**config.mk**
```make
export PLATFORM = sky130hd
export DESIGN_NAME = tct_top
export DESIGN_NICKNAME = d
export VERILOG_FILES = /design/src/rtl/tct_pkg.sv /design/src/rtl/tct_top.sv
export SDC_FILE = /design/constraint.sdc
export NUM_CORES = 1
export LEC_CHECK = 0
export CORE_UTILIZATION = 40
export DETAILED_ROUTE_END_ITERATION = 16
export DONT_BUFFER_PORTS = 1
export PLACE_DENSITY = 0.54
export SLEW_MARGIN = 30
export SYNTH_ARGS = -nofsm -noshare
export SYNTH_HDL_FRONTEND = slang
export SYNTH_SLANG_ARGS = --single-unit
```
**constraint.sdc**
```tcl
create_clock -name pclk -period 2.2 [get_ports pclk]
set_input_delay 0.11 -clock pclk [delete_from_list [all_inputs] [get_ports pclk]]
set_output_delay 0.11 -clock pclk [all_outputs]
set_load 0.01 [all_outputs]
```
**src/rtl/tct_pkg.sv**
```systemverilog
package tct_pkg;

  // Register indices; byte address is four times the index
  localparam logic [7:0] RUN_FLAGS_IDX   = 8'h88;
  localparam logic [7:0] MODE_SEL_IDX    = 8'h89;
  localparam logic [7:0] FIRST_LOW_IDX   = 8'h8a;
  localparam logic [7:0] SECOND_LOW_IDX  = 8'h8b;
  localparam logic [7:0] FIRST_HIGH_IDX  = 8'h8c;
  localparam logic [7:0] SECOND_HIGH_IDX = 8'h8d;
  localparam logic [7:0] THIRD_CTRL_IDX  = 8'hc8;
  localparam logic [7:0] THIRD_MODE_IDX  = 8'hc9;
  localparam logic [7:0] THIRD_RLD_L_IDX = 8'hca;
  localparam logic [7:0] THIRD_RLD_H_IDX = 8'hcb;
  localparam logic [7:0] THIRD_CNT_L_IDX = 8'hcc;
  localparam logic [7:0] THIRD_CNT_H_IDX = 8'hcd;

  // timer_run_and_flags fields
  localparam int SECOND_OVF_POS  = 7;
  localparam int SECOND_RUN_POS  = 6;
  localparam int FIRST_OVF_POS   = 5;
  localparam int FIRST_RUN_POS   = 4;
  localparam int EXT_B_FLAG_POS  = 3;
  localparam int EXT_B_TYPE_POS  = 2;
  localparam int EXT_A_FLAG_POS  = 1;
  localparam int EXT_A_TYPE_POS  = 0;

  // timer_mode_select fields
  localparam int SECOND_GATE_POS = 7;
  localparam int SECOND_SRC_POS  = 6;
  localparam int SECOND_MODE_POS = 4;
  localparam int FIRST_GATE_POS  = 3;
  localparam int FIRST_SRC_POS   = 2;
  localparam int FIRST_MODE_POS  = 0;

  // third_control_reg and third_mode_reg fields
  localparam int THIRD_OVF_POS   = 7;
  localparam int THIRD_EXT_POS   = 6;
  localparam int THIRD_RUN_POS   = 2;
  localparam int THIRD_SRC_POS   = 1;
  localparam int UPDOWN_EN_POS   = 0;

  localparam logic [7:0]  REG_RESET   = 8'h00;
  localparam logic [15:0] THIRD_TOP   = 16'hffff;

  // Peripheral cycle in clock periods
  localparam int         PER_CYCLE_CLKS = 6;
  localparam logic [2:0] PRESCALE_LAST  = 3'(PER_CYCLE_CLKS - 1);

  typedef enum logic [1:0] {
    TCT_MODE_13BIT  = 2'b00,
    TCT_MODE_16BIT  = 2'b01,
    TCT_MODE_RELOAD = 2'b10,
    TCT_MODE_SPLIT  = 2'b11
  } tct_mode_t;

endpackage : tct_pkg

```
**src/rtl/tct_top.sv**
```systemverilog
`timescale 1ns/10ps
// Functional notes
// RULE1 - Second overflow flag set on overflow, cleared on vector
// RULE2 - First overflow flag set on overflow, cleared on vector
// RULE3 - First two timers count only while run bit set; in split mode the second timer runs without it
// RULE4 - External flag set by pin, edge flag cleared on service
// RULE5 - Type bit: zero low level, one falling edge
// RULE6 - Gating bit makes timer also wait for pin high
// RULE7 - Source select: divided clock or count pin falls
// RULE8 - Second timer modes: 13-bit, 16-bit, reload, halt
// RULE9 - First timer mode three splits into two bytes
// RULE10 - Reload mode refills low byte from high byte
// RULE11 - First timer count bytes reset to zero
// RULE12 - Third timer is cascaded 16-bit count
// RULE13 - Third timer source select, counts while run set
// RULE14 - Up/down enable: direction pin picks direction
// RULE15 - Up overflow past top sets flag, loads reload
// RULE16 - Down at reload value sets flag, loads top
// RULE17 - External flag toggles per wrap, no interrupt; code toggles it only while the up/down enable bit is set
// RULE18 - Timer source advances once per six clocks
// RULE19 - Count pin sampled per cycle, high then low counts
// RULE20 - Setting run bit keeps existing count
// RULE21 - Split high byte uses second run and flag
// RULE22 - Software stops timer before preset or mode change
module tct_top (
  input  wire logic        pclk,
  input  wire logic        presetn,
  input  wire logic        psel,
  input  wire logic        penable,
  input  wire logic        pwrite,
  input  wire logic [11:0] paddr,
  input  wire logic [31:0] pwdata,
  output logic      [31:0] prdata,
  output logic             pready,
  output logic             pslverr,
  input  wire logic        ext_irq_a_pin,
  input  wire logic        ext_irq_b_pin,
  input  wire logic        first_count_pin,
  input  wire logic        second_count_pin,
  input  wire logic        third_count_pin,
  input  wire logic        third_direction_pin,
  input  wire logic        first_ovf_vector,
  input  wire logic        second_ovf_vector,
  input  wire logic        ext_a_vector,
  input  wire logic        ext_b_vector,
  output logic             first_ovf_irq,
  output logic             second_ovf_irq,
  output logic             ext_a_irq,
  output logic             ext_b_irq,
  output logic             third_irq
);
  import tct_pkg::*;

  function automatic logic [11:0] addr_of(input logic [7:0] idx);
    addr_of = {2'b00, idx, 2'b00};
  endfunction : addr_of

  // Returns {overflow, high, low} after one count step
  function automatic logic [16:0] step(input tct_mode_t m, input logic en,
                                       input logic [7:0] lo, input logic [7:0] hi);
    logic [7:0] nl;
    logic [7:0] nh;
    logic       ov;
    nl = lo;
    nh = hi;
    ov = 1'b0;
    if (en) begin
      case (m)
        TCT_MODE_13BIT: begin
          nl[4:0] = lo[4:0] + 5'h01;
          if (&lo[4:0]) begin
            nh = hi + 8'h01;
            ov = &hi;
          end
        end
        TCT_MODE_16BIT: begin
          {nh, nl} = {hi, lo} + 16'h0001;
          ov = &{hi, lo};
        end
        TCT_MODE_RELOAD: begin
          nl = (&lo) ? hi : lo + 8'h01;
          ov = &lo;
        end
        default: begin
          nl = lo + 8'h01;
          ov = &lo;
        end
      endcase
    end
    step = {ov, nh, nl};
  endfunction : step

  //////////////////////////////////////////////////////////////////////////
  logic [7:0]  run_flags_q;
  logic [7:0]  mode_sel_q;
  logic [7:0]  first_low_q;
  logic [7:0]  first_high_q;
  logic [7:0]  second_low_q;
  logic [7:0]  second_high_q;
  logic [7:0]  third_ctrl_q;
  logic        updown_en_q;
  logic [15:0] cnt2_q;
  logic [15:0] rl2_q;
  logic [2:0]  pre_q;
  logic        tick_q;
  logic        s0_q;
  logic        s1_q;
  logic        s2_q;
  logic        ea_q;
  logic        eb_q;
  logic        pready_q;
  logic [31:0] prdata_q;
  logic        pslverr_q;

  tct_mode_t   mode0;
  tct_mode_t   mode1;
  logic        acc;
  logic        wr;
  logic [7:0]  wd;
  logic        split;
  logic        src0;
  logic        src1;
  logic        src2;
  logic        en0;
  logic        en1;
  logic        en0h;
  logic        en2;
  logic        down2;
  logic [16:0] r0;
  logic [16:0] r1;
  logic [7:0]  first_high_d;
  logic        ovf0h;
  logic [15:0] cnt2_d;
  logic        wrap2;
  logic [7:0]  run_flags_d;
  logic [7:0]  third_ctrl_d;

  assign mode0 = tct_mode_t'(mode_sel_q[FIRST_MODE_POS +: 2]);
  assign mode1 = tct_mode_t'(mode_sel_q[SECOND_MODE_POS +: 2]);
  assign split = (mode0 == TCT_MODE_SPLIT);
  assign acc   = psel & penable & pready_q;
  assign wr    = acc & pwrite;
  assign wd    = pwdata[7:0];

  //////////////////////////////////////////////////////////////////////////
  // Peripheral cycle strobe and pin samples
  always_ff @(posedge pclk or negedge presetn) begin
    if (!presetn) begin
      pre_q  <= 3'h0;
      tick_q <= 1'b0;
    end else begin
      pre_q  <= (pre_q == PRESCALE_LAST) ? 3'h0 : pre_q + 3'h1;  // see RULE18
      tick_q <= (pre_q == PRESCALE_LAST);
    end
  end

  // Samples move only on the strobe, so an edge needs two cycles
  always_ff @(posedge pclk or negedge presetn) begin
    if (!presetn) begin
      s0_q <= 1'b0;
      s1_q <= 1'b0;
      s2_q <= 1'b0;
    end else if (tick_q) begin
      s0_q <= first_count_pin;  // see RULE19
      s1_q <= second_count_pin;
      s2_q <= third_count_pin;
    end
  end

  always_ff @(posedge pclk or negedge presetn) begin
    if (!presetn) begin
      ea_q <= 1'b1;
      eb_q <= 1'b1;
    end else begin
      ea_q <= ext_irq_a_pin;
      eb_q <= ext_irq_b_pin;
    end
  end

  //////////////////////////////////////////////////////////////////////////
  // Count enables
  assign src0 = mode_sel_q[FIRST_SRC_POS] ? (tick_q & s0_q & ~first_count_pin)
              : tick_q;  // see RULE7
  assign src1 = mode_sel_q[SECOND_SRC_POS] ? (tick_q & s1_q & ~second_count_pin) : tick_q;
  assign src2 = third_ctrl_q[THIRD_SRC_POS] ? (tick_q & s2_q & ~third_count_pin)
              : tick_q;  // see RULE13
  assign en0  = run_flags_q[FIRST_RUN_POS] & (~mode_sel_q[FIRST_GATE_POS] | ext_irq_a_pin)
              & src0;  // see RULE3, RULE6
  // Split mode takes the second run bit, so the second timer runs free
  assign en1  = (split | run_flags_q[SECOND_RUN_POS])
              & (~mode_sel_q[SECOND_GATE_POS] | ext_irq_b_pin)
              & (mode1 != TCT_MODE_SPLIT) & src1;  // see RULE8, RULE3, RULE6
  assign en0h = split & run_flags_q[SECOND_RUN_POS] & tick_q;  // see RULE9, RULE21
  assign en2  = third_ctrl_q[THIRD_RUN_POS] & src2;  // see RULE13
  assign down2 = updown_en_q & ~third_direction_pin;  // see RULE14

  assign r0 = step(mode0, en0, first_low_q, first_high_q);  // see RULE10
  assign r1 = step(mode1, en1, second_low_q, second_high_q);  // see RULE8, RULE10

  always_comb begin
    first_high_d = r0[15:8];
    ovf0h = 1'b0;
    if (split) begin
      first_high_d = en0h ? first_high_q + 8'h01 : first_high_q;
      ovf0h = en0h & (&first_high_q);
    end
  end

  always_comb begin
    cnt2_d = cnt2_q;
    wrap2  = 1'b0;
    if (en2) begin
      if (down2) begin
        wrap2  = (cnt2_q == rl2_q);
        cnt2_d = wrap2 ? THIRD_TOP : cnt2_q - 16'h0001;  // see RULE16
      end else begin
        wrap2  = (cnt2_q == THIRD_TOP);
        cnt2_d = wrap2 ? rl2_q : cnt2_q + 16'h0001;  // see RULE12, RULE15
      end
    end
  end

  //////////////////////////////////////////////////////////////////////////
  // Count registers; a bus write beats the count step
  always_ff @(posedge pclk or negedge presetn) begin
    if (!presetn) begin
      first_low_q  <= REG_RESET;  // see RULE11
      first_high_q <= REG_RESET;
    end else begin
      first_low_q  <= (wr && paddr == addr_of(FIRST_LOW_IDX))  ? wd : r0[7:0];
      first_high_q <= (wr && paddr == addr_of(FIRST_HIGH_IDX)) ? wd : first_high_d;
    end
  end

  always_ff @(posedge pclk or negedge presetn) begin
    if (!presetn) begin
      second_low_q  <= REG_RESET;
      second_high_q <= REG_RESET;
    end else begin
      second_low_q  <= (wr && paddr == addr_of(SECOND_LOW_IDX))  ? wd : r1[7:0];
      second_high_q <= (wr && paddr == addr_of(SECOND_HIGH_IDX)) ? wd : r1[15:8];
    end
  end

  always_ff @(posedge pclk or negedge presetn) begin
    if (!presetn) begin
      cnt2_q <= {REG_RESET, REG_RESET};
      rl2_q  <= {REG_RESET, REG_RESET};
      updown_en_q <= 1'b0;
    end else begin
      cnt2_q <= cnt2_d;
      if (wr && paddr == addr_of(THIRD_CNT_L_IDX)) cnt2_q[7:0]  <= wd;
      if (wr && paddr == addr_of(THIRD_CNT_H_IDX)) cnt2_q[15:8] <= wd;
      if (wr && paddr == addr_of(THIRD_RLD_L_IDX)) rl2_q[7:0]   <= wd;
      if (wr && paddr == addr_of(THIRD_RLD_H_IDX)) rl2_q[15:8]  <= wd;
      if (wr && paddr == addr_of(THIRD_MODE_IDX))  updown_en_q  <= wd[UPDOWN_EN_POS];
    end
  end

  //////////////////////////////////////////////////////////////////////////
  // Flags: write, then vector clear, then hardware set wins
  always_comb begin
    run_flags_d = (wr && paddr == addr_of(RUN_FLAGS_IDX)) ? wd : run_flags_q;  // see RULE20
    if (second_ovf_vector) run_flags_d[SECOND_OVF_POS] = 1'b0;
    if (first_ovf_vector)  run_flags_d[FIRST_OVF_POS]  = 1'b0;
    if (ext_a_vector && run_flags_q[EXT_A_TYPE_POS]) run_flags_d[EXT_A_FLAG_POS] = 1'b0;  // see RULE4
    if (ext_b_vector && run_flags_q[EXT_B_TYPE_POS]) run_flags_d[EXT_B_FLAG_POS] = 1'b0;
    if (split ? ovf0h : r1[16]) run_flags_d[SECOND_OVF_POS] = 1'b1;  // see RULE1, RULE21
    if (r0[16]) run_flags_d[FIRST_OVF_POS] = 1'b1;  // see RULE2
    // Level mode tracks the pin; edge mode catches a fall
    if (run_flags_q[EXT_A_TYPE_POS]) begin
      if (ea_q && !ext_irq_a_pin) run_flags_d[EXT_A_FLAG_POS] = 1'b1;  // see RULE5
    end else begin
      run_flags_d[EXT_A_FLAG_POS] = ~ext_irq_a_pin;
    end
    if (run_flags_q[EXT_B_TYPE_POS]) begin
      if (eb_q && !ext_irq_b_pin) run_flags_d[EXT_B_FLAG_POS] = 1'b1;  // see RULE5
    end else begin
      run_flags_d[EXT_B_FLAG_POS] = ~ext_irq_b_pin;
    end
  end

  always_comb begin
    third_ctrl_d = (wr && paddr == addr_of(THIRD_CTRL_IDX)) ? wd : third_ctrl_q;
    third_ctrl_d[5:3] = 3'h0;
    third_ctrl_d[0]   = 1'b0;
    if (wrap2) third_ctrl_d[THIRD_OVF_POS] = 1'b1;  // see RULE15, RULE16
    if (wrap2 && updown_en_q) begin
      third_ctrl_d[THIRD_EXT_POS] = ~third_ctrl_d[THIRD_EXT_POS];  // see RULE17
    end
  end

  always_ff @(posedge pclk or negedge presetn) begin
    if (!presetn) begin
      run_flags_q  <= REG_RESET;
      third_ctrl_q <= REG_RESET;
      mode_sel_q   <= REG_RESET;
    end else begin
      run_flags_q  <= run_flags_d;
      third_ctrl_q <= third_ctrl_d;
      if (wr && paddr == addr_of(MODE_SEL_IDX)) mode_sel_q <= wd;
    end
  end

  // Interrupt requests are the flag flops; external toggle flag raises none
  assign first_ovf_irq  = run_flags_q[FIRST_OVF_POS];
  assign second_ovf_irq = run_flags_q[SECOND_OVF_POS];
  assign ext_a_irq      = run_flags_q[EXT_A_FLAG_POS];
  assign ext_b_irq      = run_flags_q[EXT_B_FLAG_POS];
  assign third_irq      = third_ctrl_q[THIRD_OVF_POS];

  //////////////////////////////////////////////////////////////////////////
  // APB: one wait state, data and error registered
  logic [7:0] rd_byte;
  logic       hit;

  always_comb begin
    hit = 1'b1;
    case (paddr)
      addr_of(RUN_FLAGS_IDX):   rd_byte = run_flags_q;
      addr_of(MODE_SEL_IDX):    rd_byte = mode_sel_q;
      addr_of(FIRST_LOW_IDX):   rd_byte = first_low_q;
      addr_of(SECOND_LOW_IDX):  rd_byte = second_low_q;
      addr_of(FIRST_HIGH_IDX):  rd_byte = first_high_q;
      addr_of(SECOND_HIGH_IDX): rd_byte = second_high_q;
      addr_of(THIRD_CTRL_IDX):  rd_byte = third_ctrl_q;
      addr_of(THIRD_MODE_IDX):  rd_byte = {7'h00, updown_en_q};
      addr_of(THIRD_RLD_L_IDX): rd_byte = rl2_q[7:0];
      addr_of(THIRD_RLD_H_IDX): rd_byte = rl2_q[15:8];
      addr_of(THIRD_CNT_L_IDX): rd_byte = cnt2_q[7:0];
      addr_of(THIRD_CNT_H_IDX): rd_byte = cnt2_q[15:8];
      default: begin
        rd_byte = 8'h00;
        hit     = 1'b0;
      end
    endcase
  end

  // Unmapped writes are dropped and flagged with pslverr
  always_ff @(posedge pclk or negedge presetn) begin
    if (!presetn) begin
      pready_q  <= 1'b0;
      prdata_q  <= 32'h0000_0000;
      pslverr_q <= 1'b0;
    end else begin
      pready_q  <= psel & penable & ~pready_q;
      pslverr_q <= psel & penable & ~pready_q & ~hit;
      if (psel && penable && !pready_q) prdata_q <= {24'h000000, rd_byte};
    end
  end

  assign pready  = pready_q;
  assign prdata  = prdata_q;
  assign pslverr = pslverr_q;
endmodule : tct_top

```
# After elaboration in Yosys (flattened, before gate mapping)
# Cells that the tools add are included.
# op_classes
addsub	11
n_eq_ne	28
n_mux	55
reduce_logical	48
bitwise	35
# ops
operator	count
$eq 12x10->1 const B	12
$mux 8	18
$pmux 8 s12	1
$mux 16	4
$add 16x1->16 const B	3
$add 8x1->8 const B	4
$pmux 8 s2	2
$reduce_and 16->1	2
$reduce_and 8->1	4
$pmux 5 s3	2
$mux 1	23
$and 1x1->1	21
$logic_and 1x1->1	19
$pmux 3 s3	2
$eq 16x16->1	1
$eq 16x16->1 const B	1
$sub 16x1->16 const B	1
$reduce_bool 2->1	6
$reduce_bool 3->1	4
$reduce_or 12->1	1
$not 1->1	11
$add 5x1->5 const B	2
$reduce_and 5->1	2
$ne 4x1->1 const B	2
other kinds (17)	29
# word_totals
regBits	104
input_bits	59
out_inout_bits	39
wordCells	207

# Longest topological paths before layout
# logic_depth
depth_word	8
depth_mapped	9
depth_no_buf	8

# Worst setup path before layout
# OpenSTA, ideal clock, no wires.
# synth_timing
path_type	reg-to-reg
from	register cnt2_q[0]
to	register cnt2_q[7]
setup_time_ps	143
t_arrival_ps	2014
synth_period_minus_slack_ps	2157
slack_ps	43
stages_incl_launch_ff	8
path_cell_list	dfrtp_1 -> ha_1 -> nand3_1 -> nor4_4 -> nand2_1 -> mux2_2 -> o221ai_1 -> o311ai_1
# synth_between
elab_chain_cells	5
# synth_rtl
item	line_no	text
start, declared	tct_top.sv:102	logic [15:0] cnt2_q;
start signal, assigned	tct_top.sv:247	cnt2_q <= {REG_RESET, REG_RESET};
start signal, assigned	tct_top.sv:251	cnt2_q <= cnt2_d;
start signal, assigned	tct_top.sv:252	if (wr && paddr == addr_of(THIRD_CNT_L_IDX)) cnt2_q[7:0] <= wd;
$add 16x1->16, or another cell as far along	tct_top.sv:218	cnt2_d = wrap2 ? rl2_q : cnt2_q + 16'h0001;
$mux 16, on equally long branches	tct_top.sv:218, tct_top.sv:215	
$mux 16 (*)	tct_top.sv:213	if (down2) begin
$mux 16 (*)	tct_top.sv:212	if (en2) begin
$mux 8 (*)	tct_top.sv:252	
# Every way passes the cells marked *; elsewhere a longest branch is shown, timed or not. The select of a mux whose other input is x is not followed.
# A chain may end at the register's enable or synchronous reset.

# Worst setup path after layout
# layout_timing
from	register cnt2_q[5]
to	register cnt2_q[0]
# layout_between
elab_chain_cells	5
# layout_rtl
item	line_no
$eq 16x16->1, on equally long branches	tct_top.sv:217, tct_top.sv:214
$mux 16, on equally long branches	tct_top.sv:218, tct_top.sv:215
$mux 16 (*)	tct_top.sv:213
$mux 16 (*)	tct_top.sv:212
$mux 8 (*)	tct_top.sv:252
# Marked as above.

==> flow_summary.ini <==
[final_layout]
drive_gt1_frac = 0.2094
num_antenna_cells = 0
nets = 968
syn2layout_area_growth_pct = 14.00
final_area_um2 = 8631

[detailed_routing]
drc_errors = 0
wl_um = 25300
wl_per_cell_um = 22.45
vias_per_cell = 6.184
dr.pass1.iters = 5
ant_nets = 0
dr_total_vias = 6969
drt_iter0_markers = 762

[synthesis]
seq_area_frac_synth = 0.3441
yosysWarnings = 0
synth_top_area_cell = dfrtp_1
synth-simple-area-share = 0.2043
avgSynthCellArea_um2 = 9.013
synth_area_leaders = dfrtp_1, mux2_2, xnor2_1
synthArstFlopShare = 1.000
synth_edf_count = 0
netlist_area_um2 = 7571
synth_top_area_frac = 0.3371
ys.flop_type = dfrtp_1
synth_top_family_by_area = simple AND/OR/NAND/NOR gates
synth-adder-area-share = 0.02644
synth-xor-area-share = 0.06594
yosys_register_bits = 104
synth_cells = 840
synthMuxAreaShare = 0.1243
synth_compound_area_frac = 0.1694
netlist-cell-type-count = 80

[power]
p_comb_frac = 0.047
leakage_nw = 3.557
powerDensity_nw_per_um2 = 444.3
irDropWorstVdd_mv = 0.3298
swShare = 0.2368
p_int_w = 0.002927
power_w = 0.003835
switching_power_w = 0.0009083
clkPwrFrac = 0.445
seq_power_share = 0.507

[outcome]
violations = negative hold slack
status = finished with violations

[placed_design]
dp_slack_ns = 0.09995
dp_hpwl_um = 18350
placed_area_um2 = 8123
io_buffers = 0
place_congestion = 0.9643

[worst_setup_path]
cp_max_fo = 8
end_kind = flip-flop
path_class = reg2reg
worstPathRequired_ns = 2.50
arrival_ns = 2.40
critPathLaunchType = flip-flop

[global_routing]
grt_pass1_vias = 6575
grt_antenna_before_repair = 0
gr-total-overflow = 0
grt_max_degree = 105
grt_usage = 0.2670
grt_pass1_wl_um = 39390

[sta]
rsz0062_at_grt = no
finalSetupTns_ns = 0
period_needed_ns = 2.099
slew_violations = 0
setup_viol = 0
tightestPinTransition_ns = 0.8776
hold_slack_ns = -0.5566
post-route-period-util = 0.9542
finalClockSkew_ns = 0.01233
slew_headroom = 0.4130
setup_ws_ns = 0.1008
finalHoldViolations = 104
fmax_ghz = 0.4764

[flow_run]
maxCapViolCount = 0

[clock_tree]
cts_root_buffer = clkbuf_16
clock-sinks = 104
holdBufCountCts = 17
cts-htree-levels = 3
clk_latency_ns = 0.36
path_clk_slew_ns = 0.07
cts_setup_buffers = 0
tritoncts = yes
numCtsBuffers = 9
clock_path_buffers = 2

[floorplan]
core_um2 = 18270
die_h_um = 139.6
fp-row-count = 49
die_w_um = 139.6
start_util = 0.4144
die_area_um2 = 19480
io_pins = 98

[min_path]
hold_path_class = in2async
==> area by class of cell <==
cell class	instances	area (µm²)
multi-input combinational	661	4589
fill	1727	9639
timing repair buffer	96	763.2
clock inverter	5	65.06
tap	229	286.5
sequential	104	2605
inverter	21	78.83
clock buffer	11	242.7
==> worst paths after layout <==
| kind | to | slack (ns) | cells after the start | from |
|---|---|---|---|---|
| worst max-delay path | cnt2_q[0]$_DFFE_PN0P_ | 0.10 | 6 | cnt2_q[5]$_DFFE_PN0P_ |
| worst min-delay path | cnt2_q[10]$_DFFE_PN0P_ | -0.56 | 0 | presetn |
| worst max register to register | cnt2_q[0]$_DFFE_PN0P_ | 0.10 | 6 | cnt2_q[5]$_DFFE_PN0P_ |
| worst min register to register | pre_q[1]$_DFF_PN0_ | 0.49 | 1 | pre_q[2]$_DFF_PN0_ |
| max in group asynchronous | ea_q$_DFF_PN1_ | 2.54 | 0 | presetn |
| min in group pclk | third_ctrl_q[6]$_DFF_PN0_ | 0.01 | 3 | third_direction_pin |
==> synth_stat cells, types with 17 or more instances <==
cell	instances
dfrtp_1	102
nand2_1	76
nor2_1	62
mux2_2	54
o21ai_0	46
xnor2_1	42
a21oi_1	40
clkbuf_1	32
nand3_1	32
nor3_1	27
buf_4	25
inv_1	20
nand4_1	17
==> metrics by stage <==
step                      cells    util
after global routing       1127  0.4724
after detailed placement   1094  0.4446
after CTS                  1127  0.4708
after global placement     1094  0.4446
after floorplan             863       -
final                      1127  0.4724
==> sequential cells by signal (all words and copies together) (netlist names), 3 cells and up <==
signal	flops
run_flags_q	8
cnt2_q	16
prdata	8
rl2_q	16
mode_sel_q	8
second_high_q	8
third_ctrl_q	4
first_high_q	8
pre_q	3
first_low_q	8
second_low_q	8
==> cells in the final DEF, fill, tap and decap left out, types with 5 or more instances in the layout <==
master,n
nor2b_1,10
nor4_1,7
o22ai_1,5
and2_1,8
ha_1,16
a31oi_1,10
dlygate4sd3_1,17
and3_1,10
a221oi_1,12
mux2_2,54
nand3_1,31
o31ai_1,6
nor3_1,27
clkbuf_16,9
dfrtp_1,102
nand2_1,76
a211oi_1,12
xnor2_1,42
mux4_2,9
o21ai_0,46
a21oi_1,40
buf_4,79
nor2_1,61
o211ai_1,15
mux2i_1,13
nand4_1,17
nand2b_1,8
xor2_1,15
conb_1,24
inv_1,20
==> power by group through the flow <==
stage	Combinational, W	Clock [W]	Sequential (W)
global route	0.000192	0.00184	0.00195
CTS	0.000179	0.00175	0.00195
floorplan	0.000159	0	0.00198
finish	0.000182	0.00171	0.00195
global placement	0.000109	0	0.00198
detailed placement	0.000110	0	0.00198
==> logic make-up after synthesis <==
family,after synthesis
compound gates,192
xor+xnor,57
fa+ha+maj,16
buf+inv,98
flops,104
mux,76
other cells,1
simple gates,296
==> routing by layer <==
| metal | wire length [µm] | up-vias | share of wire | track usage |
|---|---|---|---|---|
| met5 | 0 | - | 0 | 0 |
| met1 | 11470 | 3430 | 0.45 | 0.3849 |
| met4 | 826 | 0 | 0.033 | 0.1001 |
| met3 | 2110 | 51 | 0.083 | 0.05540 |
| li1 | - | 3130 | - | - |
| met2 | 10890 | 358 | 0.43 | 0.3912 |
==> timing repair <==
action,in CTS,in global routing
hold endpoints to repair,193,104
resized for setup,0,7
setup endpoints to repair,0,19
==> critical path, cell delays in order, from the launching register on <==
cell      delay (ns)
dfrtp_1         0.55
nand3_2         0.17
nor4_4          0.40
nand3_1         0.28
mux2i_1         0.18
a221oi_1        0.34
a21o_1          0.13
No activity file was read; power rests on OpenSTA's default activity.
